===== src/cdie_pkg.sv =====
// Shared constants and types for the character display instruction engine
package cdie_pkg;

	// ****************************************************************
	// Timing
	// ****************************************************************
	localparam int unsigned CLK_NS      = 20;
	localparam int unsigned T_LONG_NS   = 1530000;
	localparam int unsigned T_MID_NS    = 39000;
	localparam int unsigned T_DATA_NS   = 43000;
	// Busy times are least times, so round up
	localparam int unsigned CYC_LONG    = (T_LONG_NS + CLK_NS - 1) / CLK_NS;
	localparam int unsigned CYC_MID     = (T_MID_NS + CLK_NS - 1) / CLK_NS;
	localparam int unsigned CYC_DATA    = (T_DATA_NS + CLK_NS - 1) / CLK_NS;
	localparam int unsigned CNT_W       = 17;

	// ****************************************************************
	// Widths, codes and reset values
	// ****************************************************************
	localparam int unsigned DW          = 8;
	localparam int unsigned DD_AW       = 7;
	localparam int unsigned CG_AW       = 6;
	localparam int unsigned NIB_HI      = 7;
	localparam int unsigned NIB_LO      = 4;
	localparam logic [7:0]  SPACE_CODE  = 8'h20;
	localparam logic [6:0]  HOME_ADDR   = 7'h00;
	localparam logic [6:0]  SHIFT_ZERO  = 7'h00;
	localparam logic [6:0]  ONE7        = 7'h01;
	localparam logic [7:0]  BYTE_ZERO   = 8'h00;
	localparam logic [3:0]  NIB_ZERO    = 4'h0;
	localparam logic [7:0]  OPC_CLEAR   = 8'h01;

	// Instruction prefixes, leading one selects the group
	localparam logic [1:0]  PFX_CG      = 2'h1;
	localparam logic [2:0]  PFX_FS      = 3'h1;
	localparam logic [3:0]  PFX_SH      = 4'h1;
	localparam logic [4:0]  PFX_DC      = 5'h01;
	localparam logic [5:0]  PFX_EM      = 6'h01;
	localparam logic [6:0]  PFX_HOME    = 7'h01;

	// Field positions
	localparam int unsigned B_DD        = 7;
	localparam int unsigned B_BUSY      = 7;
	localparam int unsigned B_DL        = 4;
	localparam int unsigned B_N         = 3;
	localparam int unsigned B_F         = 2;
	localparam int unsigned B_SC        = 3;
	localparam int unsigned B_RL        = 2;
	localparam int unsigned B_D         = 2;
	localparam int unsigned B_C         = 1;
	localparam int unsigned B_B         = 0;
	localparam int unsigned B_ID        = 1;
	localparam int unsigned B_SHE       = 0;

	// ****************************************************************
	// Types
	// ****************************************************************
	typedef struct packed {
		logic       sel;
		logic       rd;
		logic [7:0] byte_v;
	} cdie_xfer_t;

	typedef struct packed {
		logic disp_on;
		logic cursor_on;
		logic blink_on;
		logic bus_width;
		logic two_line;
		logic font_big;
		logic entry_incr;
		logic auto_scroll;
	} cdie_cfg_t;

	// Power-up: 8-bit bus, increment, all else off
	localparam cdie_cfg_t CFG_RESET = '{
		disp_on: 1'b0, cursor_on: 1'b0, blink_on: 1'b0, bus_width: 1'b1,
		two_line: 1'b0, font_big: 1'b0, entry_incr: 1'b1,
		auto_scroll: 1'b0};

	typedef enum logic [1:0] {
		CDIE_IDLE  = 2'b00,
		CDIE_WAIT  = 2'b01,
		CDIE_CLEAR = 2'b10
	} cdie_state_t;

endpackage


===== src/cdie_engine.sv =====
// Instruction engine of a character display controller
`timescale 1ns/1ps

// Summary of operation
// - Host transfers captured, then executed internally
// - Status read shows busy high while executing
// - Address counter steps after every RAM access
// - Clear fills spaces, zeroes address and cursor
// - Clear forces entry direction to increment
// - Home zeroes address, undoes shift, keeps RAM
// - Entry mode stores direction and auto scroll
// - Direction high increments, low decrements
// - Glyph RAM steps address the same way
// - No scroll on reads, glyph access, scroll off
// - Scrolled write shifts display per direction
// - Display control stores enable, cursor, blink
// - Shift moves cursor or display, RAM untouched
// - Function set picks width, lines and font
// - Glyph address set loads counter, selects glyph
// - Display address set loads counter, selects display
// - Status read returns busy and counter, instantly
// - Data write stores byte to selected RAM
// - Data read returns byte at the counter
// - Narrow bus moves bytes as two upper nibbles
// - Select chooses path, enable strobes transfers
// - Display disable blanks, RAM contents kept
module cdie_engine #(
	parameter int unsigned LONG_CYC = cdie_pkg::CYC_LONG
) (
	sys_clk,
	resetn,
	clk_en,
	reg_select,
	rd_wr,
	en_strobe,
	bus_lines_in,
	bus_lines_out,
	bus_lines_oe,
	busy_indicator,
	xfer_ready,
	addr_counter,
	glyph_sel,
	disp_shift,
	cfg
);
	input  wire logic         sys_clk;
	input  wire logic         resetn;
	input  wire logic         clk_en;
	input  wire logic         reg_select;
	input  wire logic         rd_wr;
	input  wire logic         en_strobe;
	input  wire logic [7:0]   bus_lines_in;
	output logic [7:0]        bus_lines_out;
	output logic              bus_lines_oe;
	output logic              busy_indicator;
	output logic              xfer_ready;
	output logic [6:0]        addr_counter;
	output logic              glyph_sel;
	output logic [6:0]        disp_shift;
	output cdie_pkg::cdie_cfg_t cfg;

	generate
		if (LONG_CYC <= (1 << cdie_pkg::DD_AW) ||
		    LONG_CYC >= (1 << cdie_pkg::CNT_W)) begin : g_bad
			$error("LONG_CYC must exceed the clear sweep and fit the counter");
		end
	endgenerate

	localparam logic [cdie_pkg::CNT_W-1:0] LONG_LD =
		cdie_pkg::CNT_W'(LONG_CYC - 1);
	localparam logic [cdie_pkg::CNT_W-1:0] MID_LD =
		cdie_pkg::CNT_W'(cdie_pkg::CYC_MID - 1);
	localparam logic [cdie_pkg::CNT_W-1:0] DATA_LD =
		cdie_pkg::CNT_W'(cdie_pkg::CYC_DATA - 1);
	localparam logic [cdie_pkg::CNT_W-1:0] CNT_ZERO = '0;
	localparam logic [6:0] SWEEP_LAST = 7'h7F;

	// ****************************************************************
	// State
	// ****************************************************************
	logic [7:0]  dd_ram [1 << cdie_pkg::DD_AW];
	logic [7:0]  cg_ram [1 << cdie_pkg::CG_AW];
	logic        en_q;
	logic        phase_q;
	logic [3:0]  hold_hi_q;
	logic        push_q;
	cdie_pkg::cdie_xfer_t push_data_q;
	logic        buf_ready;
	logic        buf_valid;
	cdie_pkg::cdie_xfer_t head;
	cdie_pkg::cdie_state_t state_q;
	logic [cdie_pkg::CNT_W-1:0] cnt_q;
	logic [6:0]  sweep_q;
	logic [6:0]  ac_q;
	logic        glyph_q;
	logic [6:0]  shift_q;
	cdie_pkg::cdie_cfg_t cfg_q;
	logic        busy_q;
	logic        pop;
	logic        op_fs;

	// ****************************************************************
	// Host strobe capture
	// ****************************************************************
	logic        rise;
	logic        fall;
	logic        narrow;
	logic        last_nib;
	logic [7:0]  rd_byte;
	logic [7:0]  stat_byte;
	logic [7:0]  out_byte;
	logic [7:0]  full_byte;

	assign rise      = en_strobe && !en_q;
	assign fall      = !en_strobe && en_q;
	assign narrow    = !cfg_q.bus_width;
	assign last_nib  = !narrow || phase_q;
	assign rd_byte   = glyph_q ? cg_ram[ac_q[cdie_pkg::CG_AW-1:0]]
	                           : dd_ram[ac_q];
	assign stat_byte = {busy_q, ac_q};
	assign out_byte  = reg_select ? rd_byte : stat_byte;
	assign full_byte = narrow
		? {hold_hi_q, bus_lines_in[cdie_pkg::NIB_HI:cdie_pkg::NIB_LO]}
		: bus_lines_in;

	always_ff @(posedge sys_clk or negedge resetn) begin
		if (!resetn) begin
			en_q <= 1'b0;
		end else if (clk_en) begin
			en_q <= en_strobe;
		end
	end

	// Reads drive on the rising strobe and release on the falling one
	always_ff @(posedge sys_clk or negedge resetn) begin
		if (!resetn) begin
			bus_lines_out <= cdie_pkg::BYTE_ZERO;
			bus_lines_oe  <= 1'b0;
		end else if (clk_en) begin
			if (rise && rd_wr) begin
				bus_lines_oe <= 1'b1;
				if (!narrow) begin
					bus_lines_out <= out_byte;
				end else if (!phase_q) begin
					bus_lines_out <= {out_byte[7:4], cdie_pkg::NIB_ZERO};
				end else begin
					bus_lines_out <= {out_byte[3:0], cdie_pkg::NIB_ZERO};
				end
			end else if (fall) begin
				bus_lines_oe <= 1'b0;
			end
		end
	end

	// Nibble phase; a function set restarts on the upper nibble
	always_ff @(posedge sys_clk or negedge resetn) begin
		if (!resetn) begin
			phase_q   <= 1'b0;
			hold_hi_q <= cdie_pkg::NIB_ZERO;
		end else if (clk_en) begin
			if (op_fs) begin
				phase_q <= 1'b0;
			end else if (fall && narrow) begin
				phase_q <= ~phase_q;
				if (!phase_q) begin
					hold_hi_q <= bus_lines_in[cdie_pkg::NIB_HI:cdie_pkg::NIB_LO];
				end
			end
		end
	end

	// Whole bytes go to the holding buffer, status reads do not
	always_ff @(posedge sys_clk or negedge resetn) begin
		if (!resetn) begin
			push_q      <= 1'b0;
			push_data_q <= '0;
		end else if (clk_en) begin
			push_q <= 1'b0;
			if (fall && last_nib && (!rd_wr || reg_select) && !push_q) begin
				push_q             <= 1'b1;
				push_data_q.sel    <= reg_select;
				push_data_q.rd     <= rd_wr;
				push_data_q.byte_v <= full_byte;
			end
		end
	end

	// A host ignoring busy while both entries are full is dropped
	cdie_buf #(
		.DEPTH (2)
	) u_buf (
		.sys_clk   (sys_clk),
		.resetn    (resetn),
		.clk_en    (clk_en),
		.in_valid  (push_q),
		.in_ready  (buf_ready),
		.in_data   (push_data_q),
		.out_valid (buf_valid),
		.out_ready (pop),
		.out_data  (head)
	);

	// ****************************************************************
	// Decode
	// ****************************************************************
	logic       is_wr;
	logic       is_rd;
	logic       is_ins;
	logic       op_dd;
	logic       op_cg;
	logic       op_sh;
	logic       op_dc;
	logic       op_em;
	logic       op_home;
	logic       op_clr;
	logic [7:0] b;

	assign b       = head.byte_v;
	assign pop     = (state_q == cdie_pkg::CDIE_IDLE) && buf_valid;
	assign is_ins  = pop && !head.sel;
	assign is_wr   = pop && head.sel && !head.rd;
	assign is_rd   = pop && head.sel && head.rd;
	assign op_dd   = is_ins && b[cdie_pkg::B_DD];
	assign op_cg   = is_ins && (b[7:6] == cdie_pkg::PFX_CG);
	assign op_fs   = is_ins && (b[7:5] == cdie_pkg::PFX_FS);
	assign op_sh   = is_ins && (b[7:4] == cdie_pkg::PFX_SH);
	assign op_dc   = is_ins && (b[7:3] == cdie_pkg::PFX_DC);
	assign op_em   = is_ins && (b[7:2] == cdie_pkg::PFX_EM);
	assign op_home = is_ins && (b[7:1] == cdie_pkg::PFX_HOME);
	assign op_clr  = is_ins && (b == cdie_pkg::OPC_CLEAR);

	function automatic logic [6:0] step(input logic [6:0] a,
	                                    input logic       up,
	                                    input logic       gly);
		logic [6:0] n;
		n = up ? a + cdie_pkg::ONE7 : a - cdie_pkg::ONE7;
		if (gly) begin
			n[cdie_pkg::DD_AW-1] = 1'b0;
		end
		return n;
	endfunction

	// ****************************************************************
	// Execution timing
	// ****************************************************************
	always_ff @(posedge sys_clk or negedge resetn) begin
		if (!resetn) begin
			state_q <= cdie_pkg::CDIE_IDLE;
			cnt_q   <= CNT_ZERO;
			sweep_q <= cdie_pkg::HOME_ADDR;
		end else if (clk_en) begin
			unique case (state_q)
				cdie_pkg::CDIE_IDLE: begin
					if (op_clr) begin
						state_q <= cdie_pkg::CDIE_CLEAR;
						cnt_q   <= LONG_LD;
						sweep_q <= cdie_pkg::HOME_ADDR;
					end else if (op_home) begin
						state_q <= cdie_pkg::CDIE_WAIT;
						cnt_q   <= LONG_LD;
					end else if (is_wr || is_rd) begin
						state_q <= cdie_pkg::CDIE_WAIT;
						cnt_q   <= DATA_LD;
					end else if (is_ins && b != cdie_pkg::BYTE_ZERO) begin
						state_q <= cdie_pkg::CDIE_WAIT;
						cnt_q   <= MID_LD;
					end
				end
				cdie_pkg::CDIE_CLEAR: begin
					cnt_q   <= cnt_q - 1'b1;
					sweep_q <= sweep_q + cdie_pkg::ONE7;
					if (sweep_q == SWEEP_LAST) begin
						state_q <= cdie_pkg::CDIE_WAIT;
					end
				end
				cdie_pkg::CDIE_WAIT: begin
					cnt_q <= cnt_q - 1'b1;
					if (cnt_q == CNT_ZERO) begin
						state_q <= cdie_pkg::CDIE_IDLE;
					end
				end
				default: begin
					state_q <= cdie_pkg::CDIE_IDLE;
				end
			endcase
		end
	end

	// Queued work counts as busy so a polling host never overruns
	always_ff @(posedge sys_clk or negedge resetn) begin
		if (!resetn) begin
			busy_q     <= 1'b0;
			xfer_ready <= 1'b1;
		end else if (clk_en) begin
			busy_q     <= (state_q != cdie_pkg::CDIE_IDLE) || buf_valid ||
			              push_q;
			xfer_ready <= buf_ready;
		end
	end

	// ****************************************************************
	// RAM writes
	// ****************************************************************
	always_ff @(posedge sys_clk) begin
		if (clk_en) begin
			if (state_q == cdie_pkg::CDIE_CLEAR) begin
				dd_ram[sweep_q] <= cdie_pkg::SPACE_CODE;
			end else if (is_wr && !glyph_q) begin
				dd_ram[ac_q] <= b;
			end
			if (is_wr && glyph_q) begin
				cg_ram[ac_q[cdie_pkg::CG_AW-1:0]] <= b;
			end
		end
	end

	// ****************************************************************
	// Address counter and display shift
	// ****************************************************************
	always_ff @(posedge sys_clk or negedge resetn) begin
		if (!resetn) begin
			ac_q    <= cdie_pkg::HOME_ADDR;
			glyph_q <= 1'b0;
		end else if (clk_en) begin
			if (op_clr || op_home) begin
				ac_q    <= cdie_pkg::HOME_ADDR;
				glyph_q <= 1'b0;
			end else if (op_dd) begin
				ac_q    <= b[6:0];
				glyph_q <= 1'b0;
			end else if (op_cg) begin
				ac_q    <= {1'b0, b[cdie_pkg::CG_AW-1:0]};
				glyph_q <= 1'b1;
			end else if (is_wr || is_rd) begin
				ac_q <= step(ac_q, cfg_q.entry_incr, glyph_q);
			end else if (op_sh && !b[cdie_pkg::B_SC]) begin
				ac_q <= step(ac_q, b[cdie_pkg::B_RL], glyph_q);
			end
		end
	end

	// Left scroll counts up; the view pans with the offset
	always_ff @(posedge sys_clk or negedge resetn) begin
		if (!resetn) begin
			shift_q <= cdie_pkg::SHIFT_ZERO;
		end else if (clk_en) begin
			if (op_clr || op_home) begin
				shift_q <= cdie_pkg::SHIFT_ZERO;
			end else if (is_wr && !glyph_q && cfg_q.auto_scroll) begin
				shift_q <= cfg_q.entry_incr ? shift_q + cdie_pkg::ONE7
				                            : shift_q - cdie_pkg::ONE7;
			end else if (op_sh && b[cdie_pkg::B_SC]) begin
				shift_q <= b[cdie_pkg::B_RL] ? shift_q - cdie_pkg::ONE7
				                             : shift_q + cdie_pkg::ONE7;
			end
		end
	end

	// ****************************************************************
	// Configuration
	// ****************************************************************
	always_ff @(posedge sys_clk or negedge resetn) begin
		if (!resetn) begin
			cfg_q <= cdie_pkg::CFG_RESET;
		end else if (clk_en) begin
			if (op_clr) begin
				cfg_q.entry_incr <= 1'b1;
			end
			if (op_em) begin
				cfg_q.entry_incr  <= b[cdie_pkg::B_ID];
				cfg_q.auto_scroll <= b[cdie_pkg::B_SHE];
			end
			if (op_dc) begin
				cfg_q.disp_on   <= b[cdie_pkg::B_D];
				cfg_q.cursor_on <= b[cdie_pkg::B_C];
				cfg_q.blink_on  <= b[cdie_pkg::B_B];
			end
			if (op_fs) begin
				cfg_q.bus_width <= b[cdie_pkg::B_DL];
				cfg_q.two_line  <= b[cdie_pkg::B_N];
				cfg_q.font_big  <= b[cdie_pkg::B_F];
			end
		end
	end

	// ****************************************************************
	// Outputs
	// ****************************************************************
	assign busy_indicator = busy_q;
	assign addr_counter   = ac_q;
	assign glyph_sel      = glyph_q;
	assign disp_shift     = shift_q;
	assign cfg            = cfg_q;

endmodule


===== src/cdie_buf.sv =====
// Two-entry transfer buffer between host capture and the executor
`timescale 1ns/1ps
module cdie_buf #(
	parameter int unsigned DEPTH = 2
) (
	sys_clk,
	resetn,
	clk_en,
	in_valid,
	in_ready,
	in_data,
	out_valid,
	out_ready,
	out_data
);
	input  wire logic                sys_clk;
	input  wire logic                resetn;
	input  wire logic                clk_en;
	input  wire logic                in_valid;
	output logic                     in_ready;
	input  wire cdie_pkg::cdie_xfer_t in_data;
	output logic                     out_valid;
	input  wire logic                out_ready;
	output cdie_pkg::cdie_xfer_t     out_data;

	// ****************************************************************
	// Storage
	// ****************************************************************
	generate
		if (DEPTH != 2) begin : g_bad
			$error("cdie_buf supports exactly two entries");
		end
	endgenerate

	cdie_pkg::cdie_xfer_t mem_q [DEPTH];
	logic                 wr_ptr_q;
	logic                 rd_ptr_q;
	logic [1:0]           count_q;
	logic                 push;
	logic                 pop;

	assign in_ready  = (count_q != 2'h2);
	assign out_valid = (count_q != 2'h0);
	assign out_data  = mem_q[rd_ptr_q];
	assign push      = in_valid && in_ready;
	assign pop       = out_valid && out_ready;

	always_ff @(posedge sys_clk) begin
		if (clk_en && push) begin
			mem_q[wr_ptr_q] <= in_data;
		end
	end

	always_ff @(posedge sys_clk or negedge resetn) begin
		if (!resetn) begin
			wr_ptr_q <= 1'b0;
			rd_ptr_q <= 1'b0;
			count_q  <= 2'h0;
		end else if (clk_en) begin
			if (push) begin
				wr_ptr_q <= ~wr_ptr_q;
			end
			if (pop) begin
				rd_ptr_q <= ~rd_ptr_q;
			end
			count_q <= count_q + {1'b0, push} - {1'b0, pop};
		end
	end

endmodule


===== config.mk =====
export PLATFORM = sky130hd
export DESIGN_NAME = cdie_engine
export DESIGN_NICKNAME = d
export VERILOG_FILES = /design/src/cdie_pkg.sv /design/src/cdie_engine.sv /design/src/cdie_buf.sv
export SDC_FILE = /design/constraint.sdc
export NUM_CORES = 2
export LEC_CHECK = 0
export ABC_CLOCK_PERIOD_IN_PS = 7230
export BUFFER_PORTS_ARGS = -buffer_cell sky130_fd_sc_hd__buf_2
export CAP_MARGIN = 10
export CORE_ASPECT_RATIO = 2
export CORE_UTILIZATION = 35
export DETAILED_ROUTE_END_ITERATION = 7
export HOLD_SLACK_MARGIN = 0.05
export PLACE_DENSITY_LB_ADDON = 0.25
export SETUP_SLACK_MARGIN = 0.05
export SLEW_MARGIN = 5
export SYNTH_ARGS = -nofsm -noshare
export SYNTH_HDL_FRONTEND = slang
export SYNTH_HIERARCHICAL = 1
export SYNTH_SLANG_ARGS = --single-unit

===== constraint.sdc =====
create_clock -name sys_clk -period 7.23 [get_ports sys_clk]
set_input_delay 0.723 -clock sys_clk [delete_from_list [all_inputs] [get_ports sys_clk]]
set_output_delay 0.723 -clock sys_clk [all_outputs]
set_load 0.02 [all_outputs]

==> impl_metrics.json <==
{
  "fin_skew_ns": 0.0789,
  "synth_ff_type": "edfxtp_1",
  "setup_tns_ns": 0,
  "synth_area_um2": 64900,
  "hold_class": "in -> reg",
  "period_needed_ns": 5.42,
  "cpPeakStageDelay_ns": 1.03,
  "pwr-share-clk_pct": 29.3,
  "crit_type": "reg -> reg",
  "syn-num-nets": 3892,
  "cts_tree": "built",
  "setup.worst_path.start_class": "flip-flop",
  "cts.sinks": 1637,
  "drtAntennaViolNets": 0,
  "hold_slack_ns": 0.210,
  "cts.path.max_buffers": 4,
  "synth_seq_cells": 1637,
  "seqPwrFrac_pct": 41.5,
  "syn_area_per_cell_um2": 16.8,
  "hold_viol": 0,
  "cts-root-buf": "clkbuf_16",
  "htree_num_levels": 4,
  "dr.pass1.iters": 6,
  "p_leak_nw": 22.9,
  "finalInstanceArea_um2": 72800,
  "slowest_stage": "a311oi_1",
  "p_sw_mw": 9.44,
  "synth.area.top_cells": "edfxtp_1, mux4_2, dfrtp_1",
  "fin_crit_sh_pct": 75.0,
  "finalWeightedCongestion": 0.931,
  "rsz0062_at_grt": "false",
  "violations": "max-capacitance violations, max-slew violations",
  "maxSlewHeadroom_pct": -1.60,
  "critPathRequiredTime_ns": 7.91,
  "synth_edf_count": 1556,
  "routedWlPerCell_um": 35.9,
  "drt-initial-drc-count": 4394,
  "clkTransAtPathRegs_ns": 0.07,
  "fin_nets": 3949,
  "portBuffers": 47,
  "drive_gt1_share_pct": 16.3,
  "synthDistinctLibCells": 91,
  "post_dp_cell_area_um2": 68200,
  "drv_slew": 2,
  "grt_pass1_wl_um": 319000,
  "routed_wirelength_um": 233000,
  "rows": 223,
  "internal_power_mw": 17.3,
  "grt_max_degree": 129,
  "sw_frac_of_total_pct": 35.4,
  "finalSetupViolCount": 0,
  "power_frac_comb_pct": 29.2,
  "vias": 38400,
  "antenna_found_initial": 1,
  "power_density_nw_per_um2": 367,
  "dieWidth_um": 307,
  "die-area_um2": 187000,
  "yosys.area.top_type": "edfxtp_1",
  "grt_pass1_vias": 38900,
  "yosysWarnings": 6,
  "ctsResizeCount": 0,
  "tightest_slew_ns": 1.51,
  "finalPower_mw": 26.7,
  "clk_latency_ns": 0.82,
  "area_growth_syn_to_layout_pct": 12.1,
  "route.detailed.drc": 0,
  "io_pins": 48,
  "drv_cap": 1,
  "die-height_um": 611,
  "end_kind": "flip-flop",
  "ys_async_sr_fraction_pct": 4.95,
  "grt_overflow": 0,
  "grt_use_total_pct": 24.7,
  "synth_cells": 3865,
  "synth_top_area_share_pct": 71.9,
  "crit_fanout": 32,
  "vdd_drop_max_mv": 0.258,
  "crit_chain": "buf_4 > nor2b_2 > buf_4 > a22oi_1 > a21oi_1 > o21ai_0 > a311oi_1 > o21ai_0 > a31oi_1 > o21ai_1",
  "vias_per_cell": 5.91,
  "design.core.area_um2": 184000,
  "synth.yosys.seq_area_share_pct": 75.1,
  "status": "finished with violations",
  "arrival_ns": 6.10,
  "max_freq_mhz": 184,
  "start_util_pct": 35.2,
  "dpl.hpwl_um": 153000,
  "postCtsSetupBuffers": 0,
  "cts_inserted_buffers": 146
}
==> path summary, 6_finish.rpt <==
path,startpoint,to,slack (ns),depth (start not counted)
max in group asynchronous,resetn,addr_counter[0],5.51,3
max,addr_counter[2],bus_lines_out[5],1.81,10
min reg2reg,cfg[6],cfg[6],0.50,2
max reg2reg,addr_counter[2],bus_lines_out[5],1.81,10
min in group asynchronous,resetn,bus_lines_out[3],0.36,2
min,bus_lines_in[6],hold_hi_q[2],0.21,2
==> routing by layer <==
layer | global-route usage [%] | vias up | wire [um]
met5 | 0 | - | 0
li1 | - | 15700 | -
met3 | 3.55 | 696 | 14300
met2 | 44.3 | 2035 | 121000
met1 | 25.3 | 20000 | 75300
met4 | 20.3 | 0 | 22500
==> power by group through the flow <==
stage,Clock [mW],Combinational (mW),Sequential [mW]
2_1_floorplan,0,4.25,11.1
3_3_place_gp,0,7.58,11.3
3_5_place_dp,0,7.61,11.3
4_1_cts,7.87,7.63,11.1
5_1_grt,8.17,7.89,11.1
6_report,7.81,7.80,11.1
==> kinds of logic after synthesis <==
| family | share of synthesized area, % |
|---|---|
| flip-flops | 75.1 |
| AO/OA/AOI/OAI | 9.41 |
| AND/OR/NAND/NOR | 4.87 |
| multiplexers | 8.03 |
| buffers and inverters | 2.24 |
| adder cells (fa/ha/maj) | 0.250 |
| XOR/XNOR | 0.119 |
==> synthesized netlist by cell type (15+ instances only) <==
cell / instances
a221o_1: 45
nor3_1: 38
nor4_1: 16
o22ai_1: 38
a31oi_1: 38
edfxtp_1: 1556
a211oi_1: 15
clkbuf_1: 105
o21ai_0: 109
buf_1: 28
buf_6: 23
nand2b_1: 22
a221oi_1: 87
o2bb2ai_1: 22
buf_2: 75
dfrtp_1: 78
o211ai_1: 23
a22oi_1: 158
inv_1: 28
mux2_2: 96
a21oi_1: 155
nand2_1: 134
mux4_2: 92
mux2i_1: 181
a22o_1: 43
or2_2: 18
a222oi_1: 21
nor2_1: 314
buf_4: 22
nand3_1: 35
==> final cells by class <==
cell class / count / area [um^2]
Clock inverter: 74 / 701
Inverter: 31 / 123
Multi-Input combinational cell: 1941 / 14900
Tap cell: 2475 / 3100
Fill cell: 16700 / 112000
Clock buffer: 175 / 3870
Timing Repair Buffer: 165 / 1300
Sequential cell: 1637 / 48800
Antenna cell: 2 / 5.00
==> state kept, by name, summed over array words and instances, names as in the netlist, 2 cells and up <==
register	count
sweep_q	7
hold_hi_q	4
state_q	2
dd_ram	1024
disp_shift	7
cnt_q	17
bus_lines_out	8
cfg	8
addr_counter	7
push_data_q	10
cg_ram	512
u_buf/mem_q	20
u_buf/count_q	2
==> stage by stage <==
stage,utilization [%],setup slack (ns),std cells
after global routing,39.5,1.97,6499
final,39.5,1.81,6500
after detailed placement,37.0,2.23,6247
after global placement,36.9,2.27,6243
after CTS,39.4,2.28,6497
after floorplan,-,2.02,3865
==> timing repair <==
item	CTS	global route
endpoints found under the hold margin	13	0
hold buffers	1	0
setup endpoints to repair	0	0
==> worst max-delay path, delay by kind of cell (launching register included) <==
kind / cells / cell delay (ns)
compound gates: 7 / 2.72
simple gates: 1 / 0.80
flops: 1 / 0.81
buf+inv: 2 / 0.84
==> placed cells by master (no fill, tap or decap), types with 24 or more instances in the layout <==
cell and n:
buf_2 48, nand2_1 132, a21oi_1 155, a221oi_1 87
buf_4 101, mux4_2 92, mux2i_1 181, clkbuf_1 24
nor3_1 35, nor2_1 310, a31oi_1 38, o21ai_0 109
dfrtp_1 74, o22ai_1 38, nand3_1 35, clkinv_2 29
a22oi_1 158, a22o_1 43, clkbuf_16 151, inv_1 26
mux2_2 96, a221o_1 45, edfxtp_1 1556
Power figures use the tool's default switching activity.
